$ cat src/rtl/lmrt_pkg.sv
// line mode and ring trip control: shared constants
// assumes a 32-bit apb slave with word-aligned registers
package lmrt_pkg;

	// ==========================================================
	// register map
	localparam logic [7:0] LMRT_CTRL_OFS = 8'h00;
	localparam logic [7:0] LMRT_STAT_OFS = 8'h04;

	// ==========================================================
	// control field positions
	localparam int LMRT_CTRL_MODE_LSB = 0;
	localparam int LMRT_CTRL_DSEL_BIT = 3;
	localparam int LMRT_CTRL_BATTERY_SELECT_BIT = 4;

	// ==========================================================
	// status field positions
	localparam int LMRT_STAT_MODE_LSB = 0;
	localparam int LMRT_STAT_TRIP_BIT = 3;
	localparam int LMRT_STAT_DET_BIT = 4;
	localparam int LMRT_STAT_ALM_BIT = 5;
	localparam int LMRT_STAT_HOT_BIT = 6;
	localparam int LMRT_STAT_HBAT_BIT = 7;
	localparam int LMRT_STAT_SHDN_BIT = 8;

	// ==========================================================
	// operating mode codes
	typedef logic [2:0] lmrt_mode_t;
	localparam lmrt_mode_t LMRT_MODE_STANDBY = 3'h0;
	localparam lmrt_mode_t LMRT_MODE_FWD_ACTIVE = 3'h1;
	localparam lmrt_mode_t LMRT_MODE_UNBAL_RING = 3'h2;
	localparam lmrt_mode_t LMRT_MODE_REV_ACTIVE = 3'h3;
	localparam lmrt_mode_t LMRT_MODE_BAL_RING = 3'h4;
	localparam lmrt_mode_t LMRT_MODE_LOOPBACK = 3'h5;
	localparam lmrt_mode_t LMRT_MODE_TIP_OPEN = 3'h6;
	localparam lmrt_mode_t LMRT_MODE_PWR_DENIAL = 3'h7;

	// ==========================================================
	// reset values
	localparam logic [4:0] LMRT_CTRL_RST = 5'h00;

	// ==========================================================
	// synchronised pin indices
	localparam int LMRT_PIN_RING_TRIP = 0;
	localparam int LMRT_PIN_SW_HOOK = 1;
	localparam int LMRT_PIN_GND_KEY = 2;
	localparam int LMRT_PIN_HOT = 3;
	localparam int LMRT_PIN_RING_IN = 4;
	localparam int LMRT_PIN_COUNT = 5;

endpackage

$ cat src/rtl/lmrt_pins_if.sv
// line mode and ring trip control: raw and synchronised detector pins
// assumes one clock domain on the synchronised side
`timescale 1ns/1ps
`default_nettype none
interface lmrt_pins_if #(parameter int WIDTH = 5);
	logic [WIDTH-1:0] raw;
	logic [WIDTH-1:0] sync;
	modport sampler (input raw, output sync);
	modport user (output raw, input sync);
endinterface
`default_nettype wire

$ cat src/rtl/lmrt_ctrl.sv
// line mode and ring trip control: mode decode, trip latch, detect/alarm
// assumes apb master on pclk; detector and thermal pins are asynchronous
//
// Added by the designer: the placing of the registers and the APB slave port.
`timescale 1ns/1ps
`default_nettype none

// How it works
// - mode code 100 enables balanced ringing, driving the ringing input onto the line.
// - ringing input passes only while a ringing mode is effective.
// - ring trip drives loop_detect_n low and latches it low.
// - trip latch clears only when software writes a different mode code.
// - ring trip disables the ringing input path.
// - ring trip forces effective mode to forward active, whatever the code says.
// - mode code 010 is unbalanced ringing, using the same trip comparison.
// - mode code 101 is loop back, enabling the internal termination.
// - in loop back, loop_detect_n is driven low.
// - in loop back, thermal_alarm_n is driven low as a path test only.
// - mode code 110 is tip open: voice off, ring-side switch only.
// - tip open picks switch hook when detector_select is 1, ground key otherwise.
// - mode code 111 is power denial: all shut down, no loop supervision.
// - battery_select changes are ignored during power denial.
// - mode code 011 is reverse active, detector chosen as in tip open.
// - battery_select high picks high battery, low picks low, in every mode but power denial.
// - overheating drives alarm low, detect high, shuts down; restored when cool.
module lmrt_ctrl
	import lmrt_pkg::*;
(
	// clock and reset
	input wire logic pclk,
	input wire logic presetn,
	// apb slave
	input wire logic psel,
	input wire logic penable,
	input wire logic pwrite,
	input wire logic [7:0] paddr,
	input wire logic [31:0] pwdata,
	input wire logic [3:0] pstrb,
	output logic [31:0] prdata,
	output logic pready,
	output logic pslverr,
	// line-side detector and sensor pins
	input wire logic ring_trip_det,
	input wire logic switch_hook_det,
	input wire logic ground_key_det,
	input wire logic over_temp,
	input wire logic ringing_input,
	// supervision outputs
	output logic loop_detect_n,
	output logic thermal_alarm_n,
	// line drive controls
	output logic ring_drive,
	output logic ring_path_en,
	output logic unbalanced_ring_en,
	output logic loopback_term_en,
	output logic reverse_polarity_en,
	output logic voice_tx_en,
	output logic tip_switch_en,
	output logic ring_switch_en,
	output logic high_battery_sel,
	output logic shutdown
);

	// ==========================================================
	// pin synchronisers
	lmrt_pins_if #(.WIDTH(LMRT_PIN_COUNT)) pins ();

	// one process drives the whole pin vector, so it has a single driver
	always_comb begin
		pins.raw = '0;
		pins.raw[LMRT_PIN_RING_TRIP] = ring_trip_det;
		pins.raw[LMRT_PIN_SW_HOOK] = switch_hook_det;
		pins.raw[LMRT_PIN_GND_KEY] = ground_key_det;
		pins.raw[LMRT_PIN_HOT] = over_temp;
		pins.raw[LMRT_PIN_RING_IN] = ringing_input;
	end

	lmrt_sync #(.WIDTH(LMRT_PIN_COUNT)) u_sync (
		.pclk(pclk),
		.presetn(presetn),
		.pins(pins)
	);

	logic trip_s;
	logic hook_s;
	logic gkey_s;
	logic hot_s;
	logic ring_s;
	assign trip_s = pins.sync[LMRT_PIN_RING_TRIP];
	assign hook_s = pins.sync[LMRT_PIN_SW_HOOK];
	assign gkey_s = pins.sync[LMRT_PIN_GND_KEY];
	assign hot_s = pins.sync[LMRT_PIN_HOT];
	assign ring_s = pins.sync[LMRT_PIN_RING_IN];

	function automatic logic is_ringing(input lmrt_mode_t m);
		is_ringing = (m == LMRT_MODE_BAL_RING) || (m == LMRT_MODE_UNBAL_RING);
	endfunction

	// ==========================================================
	// apb handshake: one wait state so outputs stay registered
	typedef enum logic [1:0] {
		LMRT_APB_IDLE = 2'b01,
		LMRT_APB_ACK = 2'b10
	} lmrt_apb_e;

	lmrt_apb_e apb_q;
	logic acc_hit;
	logic wr_ctrl;
	logic addr_ok;

	assign acc_hit = psel && penable && (apb_q == LMRT_APB_IDLE);
	assign addr_ok = (paddr == LMRT_CTRL_OFS) || (paddr == LMRT_STAT_OFS);
	// the write lands on the edge where pready is seen high
	assign wr_ctrl = psel && penable && (apb_q == LMRT_APB_ACK) && pwrite
		&& (paddr == LMRT_CTRL_OFS) && pstrb[0];

	always_ff @(posedge pclk or negedge presetn) begin
		if (!presetn) begin
			apb_q <= LMRT_APB_IDLE;
		end else begin
			unique case (apb_q)
				LMRT_APB_IDLE: begin
					if (acc_hit) begin
						apb_q <= LMRT_APB_ACK;
					end
				end
				LMRT_APB_ACK: begin
					apb_q <= LMRT_APB_IDLE;
				end
			endcase
		end
	end

	// ==========================================================
	// control register
	lmrt_mode_t mode_q;
	logic dsel_q;
	logic battery_select_q;
	lmrt_mode_t new_mode;
	logic mode_change;

	assign new_mode = pwdata[LMRT_CTRL_MODE_LSB +: 3];
	assign mode_change = wr_ctrl && (new_mode != mode_q);

	always_ff @(posedge pclk or negedge presetn) begin
		if (!presetn) begin
			mode_q <= LMRT_CTRL_RST[LMRT_CTRL_MODE_LSB +: 3];
			dsel_q <= LMRT_CTRL_RST[LMRT_CTRL_DSEL_BIT];
			battery_select_q <= LMRT_CTRL_RST[LMRT_CTRL_BATTERY_SELECT_BIT];
		end else if (wr_ctrl) begin
			mode_q <= new_mode;
			dsel_q <= pwdata[LMRT_CTRL_DSEL_BIT];
			battery_select_q <= pwdata[LMRT_CTRL_BATTERY_SELECT_BIT];
		end
	end

	// ==========================================================
	// ring trip latch and effective mode
	logic trip_q;
	logic trip_set;
	lmrt_mode_t eff_q;
	lmrt_mode_t eff_d;

	// trip counts only while ringing is really on the line
	assign trip_set = trip_s && is_ringing(eff_q) && !trip_q && !hot_s;

	always_ff @(posedge pclk or negedge presetn) begin
		if (!presetn) begin
			trip_q <= 1'b0;
		end else if (trip_set) begin
			trip_q <= 1'b1;
		end else if (mode_change) begin
			trip_q <= 1'b0;
		end
	end

	// a trip in the same cycle as a mode write still wins
	always_comb begin
		eff_d = wr_ctrl ? new_mode : mode_q;
		if (trip_set || (trip_q && !mode_change)) begin
			eff_d = LMRT_MODE_FWD_ACTIVE;
		end
	end

	always_ff @(posedge pclk or negedge presetn) begin
		if (!presetn) begin
			eff_q <= LMRT_MODE_STANDBY;
		end else begin
			eff_q <= eff_d;
		end
	end

	// ==========================================================
	// mode decode to line controls
	logic pd;
	logic down;
	logic hook_sel;
	assign pd = (eff_q == LMRT_MODE_PWR_DENIAL);
	assign down = pd || hot_s;
	// detector choice shared by tip open and reverse active
	assign hook_sel = dsel_q ? hook_s : gkey_s;

	always_ff @(posedge pclk or negedge presetn) begin
		if (!presetn) begin
			ring_path_en <= 1'b0;
			unbalanced_ring_en <= 1'b0;
			ring_drive <= 1'b0;
		end else begin
			ring_path_en <= is_ringing(eff_q) && !trip_set && !down;
			unbalanced_ring_en <= (eff_q == LMRT_MODE_UNBAL_RING) && !trip_set && !down;
			ring_drive <= ring_s && is_ringing(eff_q) && !trip_set && !down;
		end
	end

	always_ff @(posedge pclk or negedge presetn) begin
		if (!presetn) begin
			loopback_term_en <= 1'b0;
			reverse_polarity_en <= 1'b0;
			voice_tx_en <= 1'b0;
			tip_switch_en <= 1'b0;
			ring_switch_en <= 1'b0;
			shutdown <= 1'b0;
		end else begin
			loopback_term_en <= (eff_q == LMRT_MODE_LOOPBACK) && !down;
			reverse_polarity_en <= (eff_q == LMRT_MODE_REV_ACTIVE) && !down;
			voice_tx_en <= !down && (eff_q != LMRT_MODE_TIP_OPEN) && !is_ringing(eff_q)
				&& (eff_q != LMRT_MODE_STANDBY);
			tip_switch_en <= !down && (eff_q != LMRT_MODE_TIP_OPEN);
			ring_switch_en <= !down;
			shutdown <= down;
		end
	end

	// battery choice is independent of mode, frozen in power denial
	always_ff @(posedge pclk or negedge presetn) begin
		if (!presetn) begin
			high_battery_sel <= 1'b0;
		end else if (!pd) begin
			high_battery_sel <= battery_select_q;
		end
	end

	// ==========================================================
	// supervision outputs
	always_ff @(posedge pclk or negedge presetn) begin
		if (!presetn) begin
			loop_detect_n <= 1'b1;
			thermal_alarm_n <= 1'b1;
		end else begin
			if (hot_s) begin
				loop_detect_n <= 1'b1;
			end else if (pd) begin
				loop_detect_n <= 1'b1;
			end else if (trip_q || trip_set) begin
				loop_detect_n <= 1'b0;
			end else if (eff_q == LMRT_MODE_LOOPBACK) begin
				loop_detect_n <= 1'b0;
			end else if (eff_q == LMRT_MODE_TIP_OPEN || eff_q == LMRT_MODE_REV_ACTIVE) begin
				loop_detect_n <= !hook_sel;
			end else if (is_ringing(eff_q)) begin
				loop_detect_n <= 1'b1;
			end else begin
				loop_detect_n <= !hook_s;
			end
			// loop back pulls the alarm only to prove the path
			thermal_alarm_n <= !(hot_s || (eff_q == LMRT_MODE_LOOPBACK));
		end
	end

	// ==========================================================
	// read data and error answer
	logic [31:0] stat_word;
	always_comb begin
		stat_word = '0;
		stat_word[LMRT_STAT_MODE_LSB +: 3] = eff_q;
		stat_word[LMRT_STAT_TRIP_BIT] = trip_q;
		stat_word[LMRT_STAT_DET_BIT] = loop_detect_n;
		stat_word[LMRT_STAT_ALM_BIT] = thermal_alarm_n;
		stat_word[LMRT_STAT_HOT_BIT] = hot_s;
		stat_word[LMRT_STAT_HBAT_BIT] = high_battery_sel;
		stat_word[LMRT_STAT_SHDN_BIT] = shutdown;
	end

	always_ff @(posedge pclk or negedge presetn) begin
		if (!presetn) begin
			pready <= 1'b0;
			pslverr <= 1'b0;
			prdata <= '0;
		end else begin
			pready <= acc_hit;
			pslverr <= acc_hit && (!addr_ok || (pwrite && paddr == LMRT_STAT_OFS));
			if (acc_hit && !pwrite && paddr == LMRT_CTRL_OFS) begin
				prdata <= {27'h0, battery_select_q, dsel_q, mode_q};
			end else if (acc_hit && !pwrite && paddr == LMRT_STAT_OFS) begin
				prdata <= stat_word;
			end else begin
				prdata <= '0;
			end
		end
	end

endmodule
`default_nettype wire

$ cat src/rtl/lmrt_sync.sv
// line mode and ring trip control: two-stage pin synchroniser bank
// assumes asynchronous pins and an active-low asynchronous reset
`timescale 1ns/1ps
`default_nettype none
module lmrt_sync #(
	parameter int WIDTH = 5
) (
	// clock and reset
	input wire logic pclk,
	input wire logic presetn,
	// pins in, levels out
	lmrt_pins_if.sampler pins
);
	logic [WIDTH-1:0] meta_q;
	logic [WIDTH-1:0] sync_q;

	// first stage feeds the second only
	always_ff @(posedge pclk or negedge presetn) begin
		if (!presetn) begin
			meta_q <= '0;
			sync_q <= '0;
		end else begin
			meta_q <= pins.raw;
			sync_q <= meta_q;
		end
	end

	assign pins.sync = sync_q;
endmodule
`default_nettype wire

$ cat config.mk
export PLATFORM = sky130hd
export DESIGN_NAME = lmrt_ctrl
export DESIGN_NICKNAME = d
export VERILOG_FILES = /design/src/rtl/lmrt_pkg.sv /design/src/rtl/lmrt_pins_if.sv /design/src/rtl/lmrt_ctrl.sv /design/src/rtl/lmrt_sync.sv
export SDC_FILE = /design/constraint.sdc
export NUM_CORES = 1
export LEC_CHECK = 0
export ABC_AREA = 1
export BUFFER_PORTS_ARGS = -buffer_cell sky130_fd_sc_hd__buf_2
export CORE_MARGIN = 4
export CORE_UTILIZATION = 32
export DETAILED_ROUTE_END_ITERATION = 16
export HOLD_SLACK_MARGIN = 0.08
export PLACE_DENSITY = 0.59
export SYNTH_ARGS = -nofsm -noshare
export SYNTH_HDL_FRONTEND = slang
export SYNTH_SLANG_ARGS = --single-unit
$ cat constraint.sdc
create_clock -name pclk -period 1.8 [get_ports pclk]
set_input_delay 0 -clock pclk [delete_from_list [all_inputs] [get_ports pclk]]
set_output_delay 0 -clock pclk [all_outputs]
set_load 0.01 [all_outputs]
Word-level counts from Yosys, hierarchy flattened
Cells that the tools add are included.
Word-level totals
  output and inout bits: 46
  flip-flop bits (word level): 67
  word-level logic and storage cells: 100
  input bits: 54
Cells by class
  reductions and logical operators: 50
  multiplexer cells: 15
  equal/unequal tests: 12
Operators with widths (number)
  1-bit logical AND: 28
  9-bit 2-to-1 mux: 2
  3-bit == test, second input constant: 4
  1-bit zero test: 11
  1-bit 2-to-1 mux: 9
  8-bit by 3-bit == test with 1-bit output, second input constant: 1
  8-bit zero test: 1
  1-bit logical OR: 8
  3-bit by 2-bit == test with 1-bit output, second input constant: 2
  3-bit 2-to-1 mux: 2
  2-bit case mux with 2 select lines: 1
  3-bit != test: 1
  3-bit != test, second input constant: 1
  3-bit nonzero test: 1
  2-bit by 1-bit == test with 1-bit output, second input constant: 1
  2-bit == test, second input constant: 1
  2-bit 2-to-1 mux: 1
  2-bit != test, second input constant: 1
  2-bit nonzero test: 1

Longest topological paths before layout
  depth after elaboration: 10
  gate-level depth with buffers: 9
  gate-level depth less buffers: 9

By module
From an unflattened synthesis, not the netlist that was laid out.
Unflattened totals
  cell total of the unflattened synthesis: 195
  area total of the unflattened synthesis: 1905.6 µm²
Modules (own cells, without submodules)
  lmrt_ctrl: area each 1655.3 µm², times used 1, cells an instance 185
  lmrt_sync: area each 250.2 µm², times used 1, cells an instance 10

Least setup slack after synthesis
No wires, ideal clock.
  kind: reg-to-reg
  start: register apb_q[0]
  end: register prdata[3]
  setup time: 0.074 ns
  cell stages (with the launch flop): 7
  data arrival time: 1.185 ns
  setup slack: 0.541 ns
  clock period less this slack: 1.259 ns
  cells stage by stage: dfstp_2 > inv_1 > nor2_1 > nand2_1 > nor2_2 > nand2_4 > o21ai_2
On the way
  longest elaborated chain between the ends: 6
Ends and longest elaborated chain
  from (decl): RTL line lmrt_ctrl.sv:106  | lmrt_apb_e apb_q;
  from (signal assigned): RTL line lmrt_ctrl.sv:119  | apb_q <= LMRT_APB_IDLE;
  from (signal assigned): RTL line lmrt_ctrl.sv:124  | apb_q <= LMRT_APB_ACK;
  from (signal assigned): RTL line lmrt_ctrl.sv:128  | apb_q <= LMRT_APB_IDLE;
  2-bit by 1-bit == test with 1-bit output *: RTL line lmrt_ctrl.sv:111  | assign acc_hit = psel && penable && (apb_q == LMRT_APB_IDLE);
  1-bit logical AND *: RTL line lmrt_ctrl.sv:111
  1-bit logical AND *: RTL line lmrt_ctrl.sv:292, lmrt_ctrl.sv:294
  1-bit logical AND: RTL line lmrt_ctrl.sv:294  | end else if (acc_hit && !pwrite && paddr == LMRT_STAT_OFS) begin
  9-bit 2-to-1 mux: RTL line lmrt_ctrl.sv:294
  9-bit 2-to-1 mux *: RTL line lmrt_ctrl.sv:292  | if (acc_hit && !pwrite && paddr == LMRT_CTRL_OFS) begin
  to (signal assigned): RTL line lmrt_ctrl.sv:293  | prdata <= {27'h0, battery_select_q, dsel_q, mode_q};
  to (signal assigned): RTL line lmrt_ctrl.sv:295  | prdata <= stat_word;
  to (decl): RTL line lmrt_ctrl.sv:39  | output logic [31:0] prdata,
Every way passes the cells marked *; elsewhere a longest branch is shown, timed or not.
A chain may end at the register's enable or synchronous reset.

Worst setup path in the final report
  start: register apb_q[0]
  end: register prdata[0]
The elaborated chain is that of the path after synthesis.

==> results_dict.tcl <==
set metrics [dict create \
    cts_root_buf "clkbuf_8" \
    overflow 0 \
    rsz0062_at_grt "no" \
    setup_viol 0 \
    insertion_delay_ns 0.29 \
    layout_commonest_cell "buf_2" \
    hold_violations 0 \
    drv_slew 0 \
    cts_sinks 44 \
    finClkSkew_ns 0.005477 \
    ys_types 23 \
    dieArea_um2 7267 \
    wirelength_um 3427 \
    grt_pass1_vias 1320 \
    cts_tree "yes" \
    post-place-ws_ns 0.3970 \
    fin_nets 321 \
    mappedNetlistArea_um2 1909 \
    io_buffers 46 \
    outcome "completed" \
    timing.final.ws_setup_ns 0.3891 \
    via_per_inst 3.953 \
    synth_cells 200 \
    setup.worst_path.end_class "flop" \
    grt_max_degree 45 \
    max_freq_mhz 708.8 \
    path_clk_slew_ns 0.07 \
    cts_buffers 5 \
    clock_path_buffers 2 \
    die_h_um 85.25 \
    diodes 0 \
    crit_type "flop to flop" \
    ys.warnings.count 0 \
    worst-path-max-fanout 5 \
    dr.pass1.iters 4 \
    switching_share_pct 21.58 \
    maxCapViolCount 0 \
    internal_power_mw 1.678 \
    switchingPower_uw 461.9 \
    fill_cells 569 \
    hold_class "input pin to flop" \
    critPathArrivalTime_ns 1.62 \
    io_pins 100 \
    syn_to_final_growth_pct 26.74 \
    critPathRequiredTime_ns 2.01 \
    power_frac_seq_pct 49.6 \
    gr-usage-all-layers_pct 9.542 \
    dp_hpwl_um 2598 \
    layout-drive-gt1-share_pct 28.73 \
    layout_min_cycle_time_ns 1.411 \
    powerDensity_nw_per_um2 884.5 \
    synth_seq_cells 44 \
    fin_setup_tns_ns 0 \
    row_count 27 \
    antenna_left 0 \
    power_frac_comb_pct 9.9 \
    antenna_found_initial 0 \
    core_um2 5642 \
    slew_headroom_pct 64.72 \
    grt_pass1_wl_um 5485 \
    htreeDepth 2 \
    leakagePower_nw 1.331 \
    ys_seq_area_share_pct 57.86 \
    avgRoutedWirePerCell_um 10.08 \
    cp-start-kind "flop" \
    start_util_pct 33.84 \
    avgSynthCellArea_um2 9.547 \
    clkPwrFrac_pct 40.5 \
    gp_congestion 0.7493 \
    die_w_um 85.25 \
    period_share_pct 78.38 \
    finalPower_mw 2.140 \
    ir_drop_uv 393.4 \
    drc 0 \
    tightest_slew_ns 0.5292 \
    drt_iter0_drc 41 \
    vias 1344 \
    layout_common_cells "46 x buf_2, 41 x dfrtp_1, 33 x nand2_1" \
]
## critical path, stage by stage, from the launching register on
cell and delay (ns):
dfstp_2 0.52, inv_1 0.04, nor2_1 0.12, nand2_1 0.14
nor2_2 0.29, nand3_1 0.11, o21ai_1 0.12
## cell type report
| cell class | instances | area, um2 | share of cell area [%] |
|---|---|---|---|
| clock buffer | 6 | 72.57 | 2.999 |
| clock inverter | 2 | 60.06 | 2.482 |
| inverter | 35 | 131.4 | 5.429 |
| multi-input combinational | 120 | 583.1 | 24.10 |
| sequential | 44 | 1105 | 45.66 |
| tap | 72 | 90.09 | 3.723 |
| timing repair buffer | 61 | 377.9 | 15.62 |
## metal layers
layer / global-route usage [%] / share of wire (%) / wire [um]
met1: 10.65 / 41 / 1398
met2: 16.17 / 48 / 1643
met3: 3.689 / 9.5 / 327
met4: 4.029 / 1.7 / 57
met5: 0 / 0 / 0
## per-stage QoR
step	area (um2)	std cells	hold WS [ns]	util, %
floorplan	1992	222	-0.2956	-
finish	2420	340	0.1417	42.89
detailed placement	2147	318	0.1018	38.06
global placement	2147	318	0.1003	38.06
global route	2420	340	0.1919	42.89
CTS	2420	340	0.1381	42.89
## cell families after synthesis
family	count (synthesis)	synth area share, %
xor+xnor	3	1.376
flops	44	57.86
simple gates	81	21.04
compound gates	13	3.604
buf+inv	58	15.92
other cells	1	0.1964
## synth_stat cells
cell / n / area [um2]
nor2_1: 13 / 48.80
nand3_2: 1 / 10.01
nor3_1: 3 / 15.01
nand3b_1: 1 / 7.510
nand3_1: 14 / 70.07
nor2_4: 2 / 22.52
conb_1: 1 / 3.750
dfstp_2: 3 / 78.83
inv_2: 3 / 11.26
nand2_1: 33 / 123.9
nand2_2: 4 / 25.02
a21oi_1: 2 / 10.01
o21ai_0: 6 / 30.03
nor3b_1: 1 / 7.510
nor2_2: 7 / 43.79
nor3_4: 1 / 16.27
nand2_4: 1 / 11.26
buf_4: 23 / 172.7
dfrtp_1: 41 / 1026
xnor2_1: 3 / 26.28
o21ai_1: 4 / 20.02
o21ai_2: 1 / 8.760
inv_1: 32 / 120.1
## final timing paths
check | startpoint | end | slack, ns | depth (start not counted)
max in group asynchronous | presetn | apb_q[0] | 1.13 | 3
min in group asynchronous | presetn | pready | 0.30 | 3
hold reg to reg | u_sync.meta_q[4] | u_sync.pins.sync[4] | 0.35 | 0
setup reg to reg | apb_q[0] | prdata[0] | 0.39 | 6
setup / recovery | apb_q[0] | prdata[0] | 0.39 | 6
hold / removal | psel | pready | 0.14 | 5
## power groups by stage
stage / logic [mW] / clock network (mW) / registers (mW)
after floorplan: 0.142 / 0 / 1.09
after detailed placement: 0.190 / 0 / 1.08
final: 0.212 / 0.867 / 1.06
after global placement: 0.184 / 0 / 1.08
after CTS: 0.214 / 0.895 / 1.06
after global routing: 0.241 / 0.927 / 1.07
## state kept, by name, indices dropped and copies added (netlist names), 2 cells and up
register,count
eff_q,3
u_sync.meta_q,5
mode_q,3
prdata,9
u_sync.pins.sync,5
apb_q,2
## what timing repair did
item,4_1_cts,5_1_grt
resized for setup,0,0
setup buffers,0,0
hold buffers,14,0
endpoints found under the hold margin,61,0
No activity file was read; power rests on OpenSTA's default activity.
